[src/include/lsbu_pkg.sv]
// Purpose: shared types and constants for the logic, shift and bit-op datapath
// Assumes: one core clock, operands delivered by the decoder with a one-cycle request
// Notes: results come back one clock after the request
package lsbu_pkg;

  localparam int DATA_W = 32;
  localparam int BYTE_MSB = 7;
  localparam int WORD_MSB = 15;
  localparam int LONG_MSB = 31;
  localparam int BITNO_W = 3;
  localparam logic [31:0] BYTE_MASK = 32'h0000_00ff;
  localparam logic [31:0] WORD_MASK = 32'h0000_ffff;
  localparam logic [31:0] LONG_MASK = 32'hffff_ffff;

  typedef enum logic [1:0] {
    LSBU_SZ_BYTE,
    LSBU_SZ_WORD,
    LSBU_SZ_LONG
  } lsbu_size_t;

  typedef enum logic [3:0] {
    LSBU_OP_AND,
    LSBU_OP_OR,
    LSBU_OP_XOR,
    LSBU_OP_NOT,
    LSBU_OP_ARITH_SHIFT_LEFT,
    LSBU_OP_ARITH_SHIFT_RIGHT,
    LSBU_OP_LOGIC_SHIFT_LEFT,
    LSBU_OP_LOGIC_SHIFT_RIGHT,
    LSBU_OP_ROTATE_LEFT,
    LSBU_OP_ROTATE_RIGHT,
    LSBU_OP_ROTATE_LEFT_WITH_CARRY,
    LSBU_OP_ROTATE_RIGHT_WITH_CARRY,
    LSBU_OP_BIT_SET_OP,
    LSBU_OP_BIT_CLEAR_OP
  } lsbu_op_t;

  typedef struct packed {
    lsbu_op_t op;
    lsbu_size_t size;
    logic use_imm;
    logic [DATA_W-1:0] dest;
    logic [DATA_W-1:0] source_register;
    logic [DATA_W-1:0] immediate_operand;
    logic carry_in;
  } lsbu_req_t;

  typedef struct packed {
    logic [DATA_W-1:0] result;
    logic neg;
    logic zero;
    logic carry;
    logic flags_upd;
    logic carry_upd;
  } lsbu_rsp_t;

endpackage

[src/verilog/lsbu_bit_mod.sv]
// Purpose: single-bit set/clear on a byte operand
// Assumes: operand is a register low byte or a memory byte fetched by the core
// Notes: purely combinational
`timescale 1ns/1ps
module lsbu_bit_mod
  import lsbu_pkg::*;
(
  input wire logic [BYTE_MSB:0] byte_in,
  input wire logic [BITNO_W-1:0] bit_no,
  input wire logic set_not_clear,
  output logic [BYTE_MSB:0] byte_out
);
  logic [BYTE_MSB:0] sel;
  always_comb begin
    sel = 8'h01 << bit_no;
    if (set_not_clear) begin
      byte_out = byte_in | sel;
    end else begin
      byte_out = byte_in & ~sel;
    end
  end
endmodule // lsbu_bit_mod

[src/verilog/lsbu_core.sv]
// Purpose: logic, shift/rotate and bit set/clear execution datapath
// Assumes: decoder holds req stable while req_valid is high for one cycle
// Notes: result, flags and valid are registered, one cycle latency
`timescale 1ns/1ps
module lsbu_core
  import lsbu_pkg::*;
(
  input wire logic ref_clk,
  input wire logic rst,
  input wire logic req_valid,
  input wire lsbu_req_t req,
  output lsbu_rsp_t rsp_q,
  output logic rsp_valid_q
);

  function automatic logic [DATA_W-1:0] size_mask(input lsbu_size_t sz);
    if (sz == LSBU_SZ_BYTE) begin
      return BYTE_MASK;
    end else if (sz == LSBU_SZ_WORD) begin
      return WORD_MASK;
    end else begin
      return LONG_MASK;
    end
  endfunction

  function automatic int msb_of(input lsbu_size_t sz);
    if (sz == LSBU_SZ_BYTE) begin
      return BYTE_MSB;
    end else if (sz == LSBU_SZ_WORD) begin
      return WORD_MSB;
    end else begin
      return LONG_MSB;
    end
  endfunction

  logic [DATA_W-1:0] opnd;
  logic [DATA_W-1:0] d;
  logic [DATA_W-1:0] mask;
  logic [DATA_W-1:0] res;
  logic [DATA_W-1:0] merged;
  logic [BYTE_MSB:0] bit_res;
  logic [BITNO_W-1:0] bit_no;
  logic top;
  logic low;
  logic cy;
  logic is_bit;
  int msb;
  lsbu_rsp_t rsp_d;

  // bit number: only the low three bits matter, upper register bits ignored
  assign bit_no = req.use_imm ? req.immediate_operand[BITNO_W-1:0]
                              : req.source_register[BITNO_W-1:0];
  assign is_bit = (req.op == LSBU_OP_BIT_SET_OP) || (req.op == LSBU_OP_BIT_CLEAR_OP);

  lsbu_bit_mod u_bit (
    .byte_in(req.dest[BYTE_MSB:0]),
    .bit_no(bit_no),
    .set_not_clear(req.op == LSBU_OP_BIT_SET_OP),
    .byte_out(bit_res)
  );

  always_comb begin
    mask = size_mask(req.size);
    msb = msb_of(req.size);
    d = req.dest & mask;
    opnd = (req.use_imm ? req.immediate_operand : req.source_register) & mask;
    top = d[msb];
    low = d[0];
    cy = req.carry_in;
    res = d;
    case (req.op)
      LSBU_OP_AND: res = d & opnd;
      LSBU_OP_OR: res = d | opnd;
      LSBU_OP_XOR: res = d ^ opnd;
      LSBU_OP_NOT: res = ~d;
      LSBU_OP_ARITH_SHIFT_LEFT, LSBU_OP_LOGIC_SHIFT_LEFT: begin
        res = d << 1;
        cy = top;
      end
      LSBU_OP_ARITH_SHIFT_RIGHT: begin
        res = d >> 1;
        res[msb] = top;
        cy = low;
      end
      LSBU_OP_LOGIC_SHIFT_RIGHT: begin
        res = d >> 1;
        cy = low;
      end
      LSBU_OP_ROTATE_LEFT: begin
        res = d << 1;
        res[0] = top;
        cy = top;
      end
      LSBU_OP_ROTATE_RIGHT: begin
        res = d >> 1;
        res[msb] = low;
        cy = low;
      end
      LSBU_OP_ROTATE_LEFT_WITH_CARRY: begin
        res = d << 1;
        res[0] = req.carry_in;
        cy = top;
      end
      LSBU_OP_ROTATE_RIGHT_WITH_CARRY: begin
        res = d >> 1;
        res[msb] = req.carry_in;
        cy = low;
      end
      default: res = d;
    endcase
    res = res & mask;
    // upper bits of the destination outside the operand size are preserved
    merged = (req.dest & ~mask) | res;
    if (is_bit) begin
      merged = {req.dest[LONG_MSB:BYTE_MSB+1], bit_res};
    end
    rsp_d.result = merged;
    rsp_d.neg = res[msb];
    rsp_d.zero = (res == '0);
    rsp_d.carry = cy;
    rsp_d.flags_upd = !is_bit;
    rsp_d.carry_upd = (req.op >= LSBU_OP_ARITH_SHIFT_LEFT) && !is_bit;
  end

  always_ff @(posedge ref_clk or posedge rst) begin
    if (rst) begin
      rsp_q <= '0;
    end else if (req_valid) begin
      rsp_q <= rsp_d;
    end
  end

  always_ff @(posedge ref_clk or posedge rst) begin
    if (rst) begin
      rsp_valid_q <= 1'b0;
    end else begin
      rsp_valid_q <= req_valid;
    end
  end

  property p_and_result;
    @(posedge ref_clk) disable iff (rst)
    (req_valid && req.op == LSBU_OP_AND && req.size == LSBU_SZ_LONG)
      |=> (rsp_q.result == ($past(req.dest) & $past(req.use_imm ?
           req.immediate_operand : req.source_register)));
  endproperty
  a_and_result: assert property (p_and_result) else $error("and result wrong");

  property p_or_result;
    @(posedge ref_clk) disable iff (rst)
    (req_valid && req.op == LSBU_OP_OR && req.size == LSBU_SZ_LONG && !req.use_imm)
      |=> (rsp_q.result == ($past(req.dest) | $past(req.source_register)));
  endproperty
  a_or_result: assert property (p_or_result) else $error("or result wrong");

  property p_xor_byte;
    @(posedge ref_clk) disable iff (rst)
    (req_valid && req.op == LSBU_OP_XOR && req.size == LSBU_SZ_BYTE && !req.use_imm)
      |=> (rsp_q.result[BYTE_MSB:0]
           == ($past(req.dest[BYTE_MSB:0]) ^ $past(req.source_register[BYTE_MSB:0])))
          && (rsp_q.result[LONG_MSB:BYTE_MSB+1] == $past(req.dest[LONG_MSB:BYTE_MSB+1]));
  endproperty
  a_xor_byte: assert property (p_xor_byte) else $error("xor byte wrong");

  property p_not_word;
    @(posedge ref_clk) disable iff (rst)
    (req_valid && req.op == LSBU_OP_NOT && req.size == LSBU_SZ_WORD)
      |=> (rsp_q.result[WORD_MSB:0] == ~$past(req.dest[WORD_MSB:0]));
  endproperty
  a_not_word: assert property (p_not_word) else $error("not word wrong");

  property p_sar_byte;
    @(posedge ref_clk) disable iff (rst)
    (req_valid && req.op == LSBU_OP_ARITH_SHIFT_RIGHT && req.size == LSBU_SZ_BYTE)
      |=> (rsp_q.result[BYTE_MSB] == $past(req.dest[BYTE_MSB]))
          && (rsp_q.carry == $past(req.dest[0]));
  endproperty
  a_sar_byte: assert property (p_sar_byte) else $error("arith right wrong");

  property p_rotc_long;
    @(posedge ref_clk) disable iff (rst)
    (req_valid && req.op == LSBU_OP_ROTATE_LEFT_WITH_CARRY && req.size == LSBU_SZ_LONG)
      |=> (rsp_q.result[0] == $past(req.carry_in)) && (rsp_q.carry == $past(req.dest[LONG_MSB]));
  endproperty
  a_rotc_long: assert property (p_rotc_long) else $error("rotate carry wrong");

  property p_bit_set;
    @(posedge ref_clk) disable iff (rst)
    (req_valid && req.op == LSBU_OP_BIT_SET_OP && req.use_imm)
      |=> rsp_q.result[$past(req.immediate_operand[BITNO_W-1:0])] && !rsp_q.flags_upd;
  endproperty
  a_bit_set: assert property (p_bit_set) else $error("bit set wrong");

  property p_bit_clear;
    @(posedge ref_clk) disable iff (rst)
    (req_valid && req.op == LSBU_OP_BIT_CLEAR_OP && !req.use_imm)
      |=> !rsp_q.result[$past(req.source_register[BITNO_W-1:0])];
  endproperty
  a_bit_clear: assert property (p_bit_clear) else $error("bit clear wrong");

  property p_zero_flag;
    @(posedge ref_clk) disable iff (rst)
    rsp_valid_q && rsp_q.flags_upd |-> (rsp_q.zero == ((rsp_q.result &
      size_mask($past(req.size))) == '0));
  endproperty
  a_zero_flag: assert property (p_zero_flag) else $error("zero flag wrong");

  // a logical right shift must bring in zero, never a copy of the sign
  property p_lsr_long;
    @(posedge ref_clk) disable iff (rst)
    (req_valid && req.op == LSBU_OP_LOGIC_SHIFT_RIGHT && req.size == LSBU_SZ_LONG)
      |=> !rsp_q.result[LONG_MSB]
          && (rsp_q.result[LONG_MSB-1:0] == $past(req.dest[LONG_MSB:1]))
          && (rsp_q.carry == $past(req.dest[0]));
  endproperty
  a_lsr_long: assert property (p_lsr_long) else $error("logic right wrong");

  property p_rot_word;
    @(posedge ref_clk) disable iff (rst)
    (req_valid && req.op == LSBU_OP_ROTATE_RIGHT && req.size == LSBU_SZ_WORD)
      |=> (rsp_q.result[WORD_MSB] == $past(req.dest[0]))
          && (rsp_q.result[WORD_MSB-1:0] == $past(req.dest[WORD_MSB:1]))
          && (rsp_q.result[LONG_MSB:WORD_MSB+1] == $past(req.dest[LONG_MSB:WORD_MSB+1]));
  endproperty
  a_rot_word: assert property (p_rot_word) else $error("rotate word wrong");

  property p_neg_flag;
    @(posedge ref_clk) disable iff (rst)
    rsp_valid_q && rsp_q.flags_upd |-> (rsp_q.neg == rsp_q.result[msb_of($past(req.size))]);
  endproperty
  a_neg_flag: assert property (p_neg_flag) else $error("neg flag wrong");

  // only the low bits of the register may pick the bit, the rest of the byte stays
  property p_bit_set_reg;
    @(posedge ref_clk) disable iff (rst)
    (req_valid && req.op == LSBU_OP_BIT_SET_OP && !req.use_imm)
      |=> (rsp_q.result[BYTE_MSB:0] == ($past(req.dest[BYTE_MSB:0])
           | (8'h01 << $past(req.source_register[BITNO_W-1:0]))));
  endproperty
  a_bit_set_reg: assert property (p_bit_set_reg) else $error("bit set reg wrong");

endmodule // lsbu_core

[config.mk]
export PLATFORM = sky130hd
export DESIGN_NAME = lsbu_core
export DESIGN_NICKNAME = d
export VERILOG_FILES = /design/src/include/lsbu_pkg.sv /design/src/verilog/lsbu_bit_mod.sv /design/src/verilog/lsbu_core.sv
export SDC_FILE = /design/constraint.sdc
export NUM_CORES = 1
export LEC_CHECK = 0
export BUFFER_PORTS_ARGS = -buffer_cell sky130_fd_sc_hd__buf_2
export CORE_UTILIZATION = 46
export DETAILED_ROUTE_END_ITERATION = 16
export PLACE_DENSITY_LB_ADDON = 0.3
export SLEW_MARGIN = 20
export SYNTH_ARGS = -nofsm -noshare
export SYNTH_HDL_FRONTEND = slang
export SYNTH_SLANG_ARGS = --single-unit
[constraint.sdc]
create_clock -name ref_clk -period 1.2 [get_ports ref_clk]
set_clock_uncertainty 0.05 [all_clocks]
set_input_delay 0.18 -clock ref_clk [delete_from_list [all_inputs] [get_ports ref_clk]]
set_output_delay 0.18 -clock ref_clk [all_outputs]
set_load 0.05 [all_outputs]
==> results of run 1 <==
-- metal layers --
layer  up-vias  track usage [%]  share of wire, %
met4         0             33.2                12
met2       824             67.2                43
met5         -                0                 0
met3       366             8.64                13
li1       3408                -                 -
met1      3884             45.0                32
-- through the flow --
| step | instances | utilization [%] | instance area, um^2 |
|---|---|---|---|
| floorplan | 753 | - | 6100 |
| global placement | 1214 | 72.3 | 8430 |
| global route | 1263 | 88.3 | 10300 |
| CTS | 1250 | 82.1 | 9580 |
| finish | 1264 | 88.4 | 10300 |
| detailed placement | 1214 | 72.3 | 8430 |
-- layout make-up --
cell class	count	area (um^2)	share of cell area, %
well taps	143	179	1.74
multi-input cells	580	5450	52.9
clock inverters	1	5.00	0.0486
inverters	77	299	2.90
diodes	1	2.50	0.0243
repair buffers	417	3280	31.8
flip-flops and latches	38	951	9.23
clock buffers	7	143	1.38
-- repair_timing --
| action | in CTS | in global routing |
|---|---|---|
| gates cloned | 3 | 0 |
| gates resized for setup | 173 | 139 |
| setup buffers | 34 | 26 |
| hold buffers | 1 | 0 |
| pin swaps | 75 | 86 |
| endpoints found under the setup margin | 37 | 36 |
| endpoints found under the hold margin | 38 | 0 |
-- sequential cells by signal, indices dropped and copies added (netlist names) --
name and cells:
rsp_q 37, rsp_valid_q 1
-- placed cells by master, fill, tap and decap left out, drive strengths merged, types with 8 or more instances in the layout --
master,Yosys,final
a22oi,10,10
a31oi,10,10
mux2i,45,45
and2,9,9
nand2,92,92
buf,27,415
nand2b,13,13
o21ai,39,39
ha,64,64
nor2,60,60
nor2b,8,8
o221ai,8,8
o22ai,14,14
a21oi,56,56
mux2,40,40
dfrtp,38,38
nand3,20,20
inv,76,76
o211ai,10,10
a32oi,12,12
-- cell usage after synthesis (10+ instances only) --
cell      number  area, um^2
nand3_1       20         100
inv_1         75         282
o21ai_0       38         190
mux2i_1       45         450
mux2_2        40         450
nor2_1        60         225
nand2b_1      13        81.3
a21oi_1       56         280
a31oi_1       10        62.6
a32oi_1       12         105
nand2_1       92         345
clkbuf_1      31         116
dfrtp_1       38         951
a22oi_1       10        75.1
o22ai_1       14        87.6
o211ai_1      10        75.1
ha_1          64         801
buf_2         20         100
-- cells by family (layout without fill, tap and decap cells) --
family | count (synthesis) | count (layout) | share of synthesized area, %
AOI/OAI and AO/OA | 198 | 198 | 23.2
xor gates and xnor gates | 2 | 2 | 0.313
adders and majority gates | 66 | 66 | 14.6
buffers and inverters | 135 | 502 | 9.55
DFF | 38 | 38 | 17.0
muxes | 87 | 87 | 16.9
other | 0 | 1 | 0
and+or+nand+nor | 227 | 227 | 18.4
-- where the power goes --
group	total (mW)	internal, mW	switching (mW)
Combinational	5.14	2.18	2.96
Clock	1.38	0.825	0.552
Sequential	1.55	1.45	0.101
-- final timing paths --
check / end / slack (ns) / start / cells after the start
setup / recovery: rsp_q[3]$_DFFE_PP0P_ / -1.56 / req[97] / 15
hold / removal: rsp_q[19]$_DFFE_PP0P_ / 0.16 / req[79] / 3
setup reg to reg: rsp_q[21]$_DFFE_PP0P_ / 0.36 / rsp_q[21]$_DFFE_PP0P_ / 1
hold reg to reg: rsp_q[5]$_DFFE_PP0P_ / 0.43 / rsp_q[5]$_DFFE_PP0P_ / 1
max in group asynchronous: rsp_q[30]$_DFFE_PP0P_ / 0.47 / rst / 4
min in group asynchronous: rsp_q[17]$_DFFE_PP0P_ / 0.43 / rst / 4
==> results.txt, run 1 <==
Worst Tran Pin Value - 0.687 ns
WS Path Type - primary input to register
Most frequent CP cell - buf_12
Fin Hold WS - 0.160 ns
Ys Warns - 0
Num rows - 39
Buffers added on ports - 144
Fmax - 0.362 GHz
CP arrival - 2.89 ns
Antenna Nets Post-Route - 0
P per Cell Area - 783 mW/mm^2
Max stage delay on crit path - 0.36 ns
Die X - 112 um
CTS max path bufs - 2
Worst path bufs/invs - 4
Via count - 8482
Final Hold Viols - 0
GRT Total Usage - 40.5%
Netlist cell types - 62
Slew Limit Fails - 0
Min-Delay Path Class - primary input to register
Post-route DRC - 0
Share of cells above drive strength 1 - 60.0%
Slew HR - 54.2%
Antenna violations before repair - 1
Drt pass-1 iters - 9
Status - finished, violations left
Worst setup SP type - primary input
Starting Density - 48.1%
H-Tree Depth - 2
Failing checks - negative setup slack
Worst Path Required - 1.33 ns
IO Count - 145
Clock transition at path regs - 0.06 ns
Top cell family by delay on the critical path - compound AO/OA/AOI/OAI gates
Vias/cell - 6.71
Routability-driven placement congestion ratio - 1.01
Drt total wl - 32800 um
Core area - 0.0117 mm^2
DRT iter0 DRCs - 1049
Die Ht - 112 um
CTS Root Cell - clkbuf_16
Final Cycle Share - 230%
Post-Syn Area per Cell - 7.44 um^2
Post-synthesis async set-or-reset flop share - 100%
Post-route setup TNS - -31.17 ns
Clock Latency Late Sink - 0.29 ns
Synth Register Bits - 38
RSZ-0062 raised after global routing - yes
Gr ovfl total - 0
Number of global-route vias before repair - 7864
Area delta synth->final - 83.8%
CP max FO - 6
Top FF cell, synth - dfrtp_1
Pin count of the biggest net entering global routing - 39
Hpwl dp - 16500 um
Final nets - 1290
Num Clock Sinks - 38
Average wire per cell in the routed design - 26.0 um
Syn Inst Count - 753
Minimum clock period - 2.76 ns
Setup violators final - 36
Post-synth EDFFs - 0
Max_cap viols - 0
CTS buffer count - 5
Post-Syn Area - 0.00561 mm^2
Full die area - 0.0126 mm^2
Sequential area share after synthesis - 17.0%
Final-layout fill cell count - 489
Critical path's slowest cell - nor4_2
CP Cell Sequence - buf_12 -> buf_12 -> buf_4 -> mux2_4 -> nand2_4 -> inv_2 -> ha_2 -> nor2b_1 -> a32o_2 -> o21ai_2 -> a32oi_2 -> nor4_2 -> and3_1 -> a32oi_1 -> o32ai_1
VDD IR max - 0.821 mV
Critical Path End Type - register
Total Power - 8.07 mW
Setup WS pre-CTS - -1.55 ns
Net Count, Synth - 924
First-pass GRT wire length - 40000 um
Static leakage - 5.11 nW
PnR worst setup slack - -1.56 ns
CTS tree - done
(Power assumes the default switching activity.)
==> run 2: changes to the inputs <==
clock period = 3.5 ns   (was 1.2 ns; I/O delays follow)
==> run 2 against run 1 <==
  * The flow now finishes without violations
  * Sequential power decreased by 66%
  * Clock power decreased by 57%
  * Count of clock-buffer cells in the layout decreased by 1
  * Register-to-register slack improved by 2.3 ns
  * Via count decreased by 29%
  * Wire length decreased by 47%
  * Critical path type unchanged
  * First-iteration DRC count decreased by 51%
  * Utilization decreased by 30 points
  * Die area unchanged
==> results.txt, run 2 (synthesized netlist as in run 1, its figures left out) <==
Setup violators final - 0
Full die area - 0.0126 mm^2
Cts hold-fix bufs - 0
First-pass GRT wire length - 28400 um
DP Cell Count - 1023
Die X - 112 um
CTS buffer count - 5
IO Count - 145
Minimum clock period - 2.96 ns
Fin Hold WS - 0.296 ns
Critical Path End Type - register
DRT iter0 DRCs - 514
Worst Tran Pin Value - 0.504 ns
Pin count of the biggest net entering global routing - 49
Non-Filler Instances - 1031
Static leakage - 3.52 nW
Post-route DRC - 0
CTS Root Cell - clkbuf_16
CTS max path bufs - 2
Post-CTS Setup Repair Bufs - 0
Area delta synth->final - 21.5%
Drt pass-1 iters - 7
P per Cell Area - 312 mW/mm^2
Beginning of the worst register-to-register path - rsp_q[31]$_DFFE_PP0P_
Num rows - 39
Fmax - 0.338 GHz
Max_cap viols - 0
Final nets - 1058
Most frequent cells in the layout - 144 x buf_2, 92 x nand2_1, 75 x inv_1
Post-route setup TNS - 0 ns
Share of cells above drive strength 1 - 27.4%
Via count - 6047
Flop pwr share - 24.8%
Core area - 0.0117 mm^2
Die Ht - 112 um
Top cell family by delay on the critical path - simple AND/OR/NAND/NOR gates
Setup WS pre-CTS - 0.261 ns
Critical path's slowest cell - or3_1
Post-CTS sizing - 0
WS Path Type - primary input to register
Largest regs - rsp_q (37), rsp_valid_q (1)
H-Tree Depth - 2
CTS tree - done
RSZ-0062 raised after global routing - no
Vias/cell - 5.87
# diodes - 0
Worst R2R End - rsp_q[31]$_DFFE_PP0P_
Logic gate share of total power - 47.4%
Clock Latency Late Sink - 0.27 ns
Max stage delay on crit path - 0.43 ns
VDD IR max - 0.283 mV
CP arrival - 3.08 ns
Sw Share - 39.9%
Power share of the clock group - 27.9%
Total Power - 2.13 mW
CP Cell Sequence - buf_2 -> buf_12 -> buf_4 -> mux2i_1 -> ha_1 -> mux2i_1 -> o22ai_1 -> a221oi_1 -> nand4_1 -> or3_1 -> o32ai_1
Final Cycle Share - 84.5%
CP max FO - 23
Number of global-route vias before repair - 5581
P_sw - 0.849 mW
Int Power - 1.28 mW
Routability-driven placement congestion ratio - 0.968
Finished Core Util - 58.4%
Worst path bufs/invs - 3
Gr ovfl total - 0
Final instance area - 0.00681 mm^2
Average wire per cell in the routed design - 16.9 um
Buffers added on ports - 144
Antenna Nets Post-Route - 0
Status - completed
Worst setup SP type - primary input
PnR worst setup slack - 0.543 ns
Slew Limit Fails - 0
Hpwl dp - 13500 um
Slew HR - 65.4%
Final Hold Viols - 0
Worst Path Required - 3.63 ns
Clock transition at path regs - 0.06 ns
Num Clock Sinks - 38
Drt total wl - 17500 um
Register-to-Register Path Depth - 1
Antenna violations before repair - 0
Min-Delay Path Class - primary input to async pin
Starting Density - 48.1%
GRT Total Usage - 28.0%
Commonest non-fill, non-tap cell in the layout - buf_2
Placed Area - 0.00661 mm^2
Most flops, register - rsp_q
Reg2reg setup slack - 2.70 ns
Most frequent CP cell - mux2i_1
Max reg flops - 37
run 2: how the worst max path moves through the flow:
stage,start,endpoint,cells after the start
finish,req[97],rsp_q[3]$_DFFE_PP0P_,11
detailed placement,req[97],rsp_q[3]$_DFFE_PP0P_,11
global placement,req[97],rsp_q[3]$_DFFE_PP0P_,11
CTS,req[97],rsp_q[3]$_DFFE_PP0P_,11
floorplan,req[97],rsp_q[3]$_DFFE_PP0P_,14
global route,req[97],rsp_q[3]$_DFFE_PP0P_,12
run 2: metal layers:
metal	up-vias	part of all wire (%)	global-route usage [%]
met5	-	0	0
met4	0	2.9	9.07
met3	37	6.0	3.19
met2	266	49	49.0
met1	2803	42	35.8
li1	2941	-	-
run 2: power groups by stage:
stage | clock network [mW] | registers, mW | logic (mW)
floorplan | 0 | 0.740 | 0.483
global placement | 0 | 0.533 | 0.992
detailed placement | 0 | 0.534 | 0.999
CTS | 0.603 | 0.527 | 1.00
global route | 0.626 | 0.534 | 1.09
finish | 0.592 | 0.526 | 1.01
run 2: final cells by class:
type / count / area [um^2]
repair buffers: 185 / 1070
multi-input cells: 580 / 4130
fillers: 1118 / 4850
clock inverters: 2 / 60.1
flip-flops and latches: 38 / 951
inverters: 77 / 289
well taps: 143 / 179
clock buffers: 6 / 139
==> run 3: changes to the inputs <==
ABC_AREA = 1   (was unset)
clock period = 3 ns   (was 3.5 ns; I/O delays follow)
==> run 3 against run 2 <==
  * Synthesized cell count increased by 32%
  * Die area increased by 0.63%
  * Largest cell class unchanged
  * Wire length is 10% higher
  * Critical path type unchanged
  * Critical path depth grew 7
  * Critical endpoint unchanged
  * Power up 3.9%
  * Highest routed layer unchanged
==> results.txt, run 3 <==
Net Count, Synth - 1165
Final Cycle Share - 84.4%
Main combinational cell family by area after synthesis - simple AND/OR/NAND/NOR gates
Total Power - 2.21 mW
Number of global-route vias before repair - 6434
Post-Syn Area - 0.00564 mm^2
Final instance area - 0.00669 mm^2
Slew Limit Fails - 0
P_sw - 0.983 mW
Sw Share - 44.5%
Post-route setup TNS - 0 ns
Post-synth top cells - 278 x nand2_1, 186 x nor2_1, 113 x nand3_1, 90 x inv_1, 64 x ha_1
Commonest non-fill, non-tap cell in the layout - nand2_1
Max_cap viols - 0
DRT iter0 DRCs - 573
Top cell family by delay on the critical path - simple AND/OR/NAND/NOR gates
Buffers added on ports - 144
Antenna violations before repair - 0
Power share of the clock group - 23.7%
Max reg flops - 37
Fin Hold WS - 0.222 ns
CTS buffer count - 5
CTS Root Cell - clkbuf_16
Adder-Cell Fraction of Synth Area - 14.2%
Beginning of the worst register-to-register path - rsp_q[13]$_DFFE_PP0P_
Area leader, netlist - nand2_1
Share of cells above drive strength 1 - 18.2%
Status - completed
Antenna Nets Post-Route - 0
Die Ht - 113 um
Synth Register Bits - 38
Top-count cell post-synth - nand2_1
Die X - 113 um
Int Power - 1.23 mW
Drt pass-1 iters - 5
Num Clock Sinks - 38
Most frequent CP cell - nand2_1
Num rows - 40
Worst Path Required - 3.17 ns
Average wire per cell in the routed design - 15.2 um
Min-Delay Path Class - primary input to async pin
Most frequent cells in the layout - 278 x nand2_1, 185 x nor2_1, 144 x buf_2
Slew HR - 62.3%
Gr ovfl total - 0
Logic gate share of total power - 48.6%
Area delta synth->final - 18.6%
Synth Area in Compound Gates - 10.4%
Cts hold-fix bufs - 0
Final nets - 1290
Critical Path End Type - register
Mux contribution to synthesized area - 0%
Sequential area share after synthesis - 16.9%
Clock transition at path regs - 0.06 ns
Via count - 6830
CP Cell Sequence - buf_2 -> inv_2 -> buf_4 -> nor2_1 -> nor3_1 -> inv_1 -> ha_1 -> nand2_1 -> nand2_1 -> nor2_1 -> nand3_1 -> nand3_1 -> nand2_1 -> nor2_1 -> nand2_1 -> nor2_1 -> nand2_1 -> nand2_1
Post-CTS Setup Repair Bufs - 0
Clock Latency Late Sink - 0.28 ns
Netlist cell types - 36
Vias/cell - 5.39
First-pass GRT wire length - 31300 um
Multi-input logic area - 0.00409 mm^2
CTS max path bufs - 2
Placed Area - 0.00654 mm^2
Static leakage - 3.95 nW
Largest regs - rsp_q (37), rsp_valid_q (1)
Minimum clock period - 2.53 ns
Critical path's slowest cell - nor3_1
Final-layout fill cell count - 1297
RSZ-0062 raised after global routing - no
Finished Core Util - 55.9%
GRT Total Usage - 31.1%
Worst path bufs/invs - 4
Post-CTS sizing - 0
Flop pwr share - 27.7%
Syn Inst Count - 994
Post-Syn Area per Cell - 5.68 um^2
Drt total wl - 19200 um
Post-synthesis simple-gate area fraction - 47.8%
Full die area - 0.0127 mm^2
Post-synthesis xor/xnor area fraction - 0%
DP Cell Count - 1259
WS Path Type - primary input to register
Core area - 0.0120 mm^2
Register-to-Register Path Depth - 2
Reg area - 951 um^2
Starting Density - 47.2%
Routability-driven placement congestion ratio - 0.920
Setup violators final - 0
IO Count - 145
Hpwl dp - 14700 um
Final Hold Viols - 0
VDD IR max - 0.264 mV
Top FF cell, synth - dfrtp_1
# diodes - 0
Worst setup SP type - primary input
Max stage delay on crit path - 0.34 ns
Ys Warns - 0
CP max FO - 19
Main area contributors after synthesis - nand2_1 18%, dfrtp_1 17%, ha_1 14%, nor2_1 12%, nand3_1 10%
Pin count of the biggest net entering global routing - 47
Worst R2R End - rsp_q[13]$_DFFE_PP0P_
Reg2reg setup slack - 2.18 ns
Setup WS pre-CTS - 0.192 ns
Non-Filler Instances - 1267
Post-synth EDFFs - 0
H-Tree Depth - 2
Fmax - 0.395 GHz
Worst Tran Pin Value - 0.565 ns
Post-route DRC - 0
Post-synth top area share - 18.5%
P per Cell Area - 330 mW/mm^2
Post-synthesis async set-or-reset flop share - 100%
Most flops, register - rsp_q
CP arrival - 2.70 ns
PnR worst setup slack - 0.469 ns
CTS tree - done
-- run 3: layout make-up --
class                           count  share of cell area (%)
Inverter                          101                    5.67
Clock inverter                      1                  0.0748
Sequential cell                    38                    14.2
Clock buffer                        7                    2.13
Timing Repair Buffer              168                    14.0
Multi-Input combinational cell    805                    61.1
Tap cell                          147                    2.75
-- run 3: worst reg2reg max path, stage by stage, from the launching register on --
cell,delay [ns]
dfrtp_1,0.38
a21oi_1,0.15
o21ai_0,0.10
-- run 3: worst max path at each step --
stage | start | to | slack, ns | cells after the start
2_1_floorplan | req[99] | rsp_q[3]$_DFFE_PP0P_ | 0.50 | 18
4_1_cts | req[97] | rsp_q[3]$_DFFE_PP0P_ | 0.48 | 18
5_1_grt | req[97] | rsp_q[3]$_DFFE_PP0P_ | 0.18 | 18
3_5_place_dp | req[97] | rsp_q[3]$_DFFE_PP0P_ | 0.19 | 18
6_report | req[97] | rsp_q[3]$_DFFE_PP0P_ | 0.47 | 18
3_3_place_gp | req[97] | rsp_q[3]$_DFFE_PP0P_ | 0.23 | 18
-- run 3: kinds of logic after synthesis --
family | after synthesis
simple gates | 640
buf+inv | 151
compound gates | 101
fa+ha+maj | 64
flops | 38
-- run 3: layer usage --
layer | vias to the layer above | global-route usage (%) | wire (um)
met1 | 3062 | 37.3 | 7700
li1 | 3412 | - | -
met5 | - | 0 | 0
met4 | 0 | 14.1 | 910
met3 | 64 | 3.59 | 1210
met2 | 292 | 55.9 | 9400
-- run 3: power groups by stage --
stage	Combinational [mW]	Sequential [mW]	Clock [mW]
CTS	1.07	0.612	0.536
global route	1.18	0.620	0.562
global placement	1.05	0.620	0
detailed placement	1.07	0.621	0
finish	1.07	0.612	0.524
floorplan	0.503	0.849	0
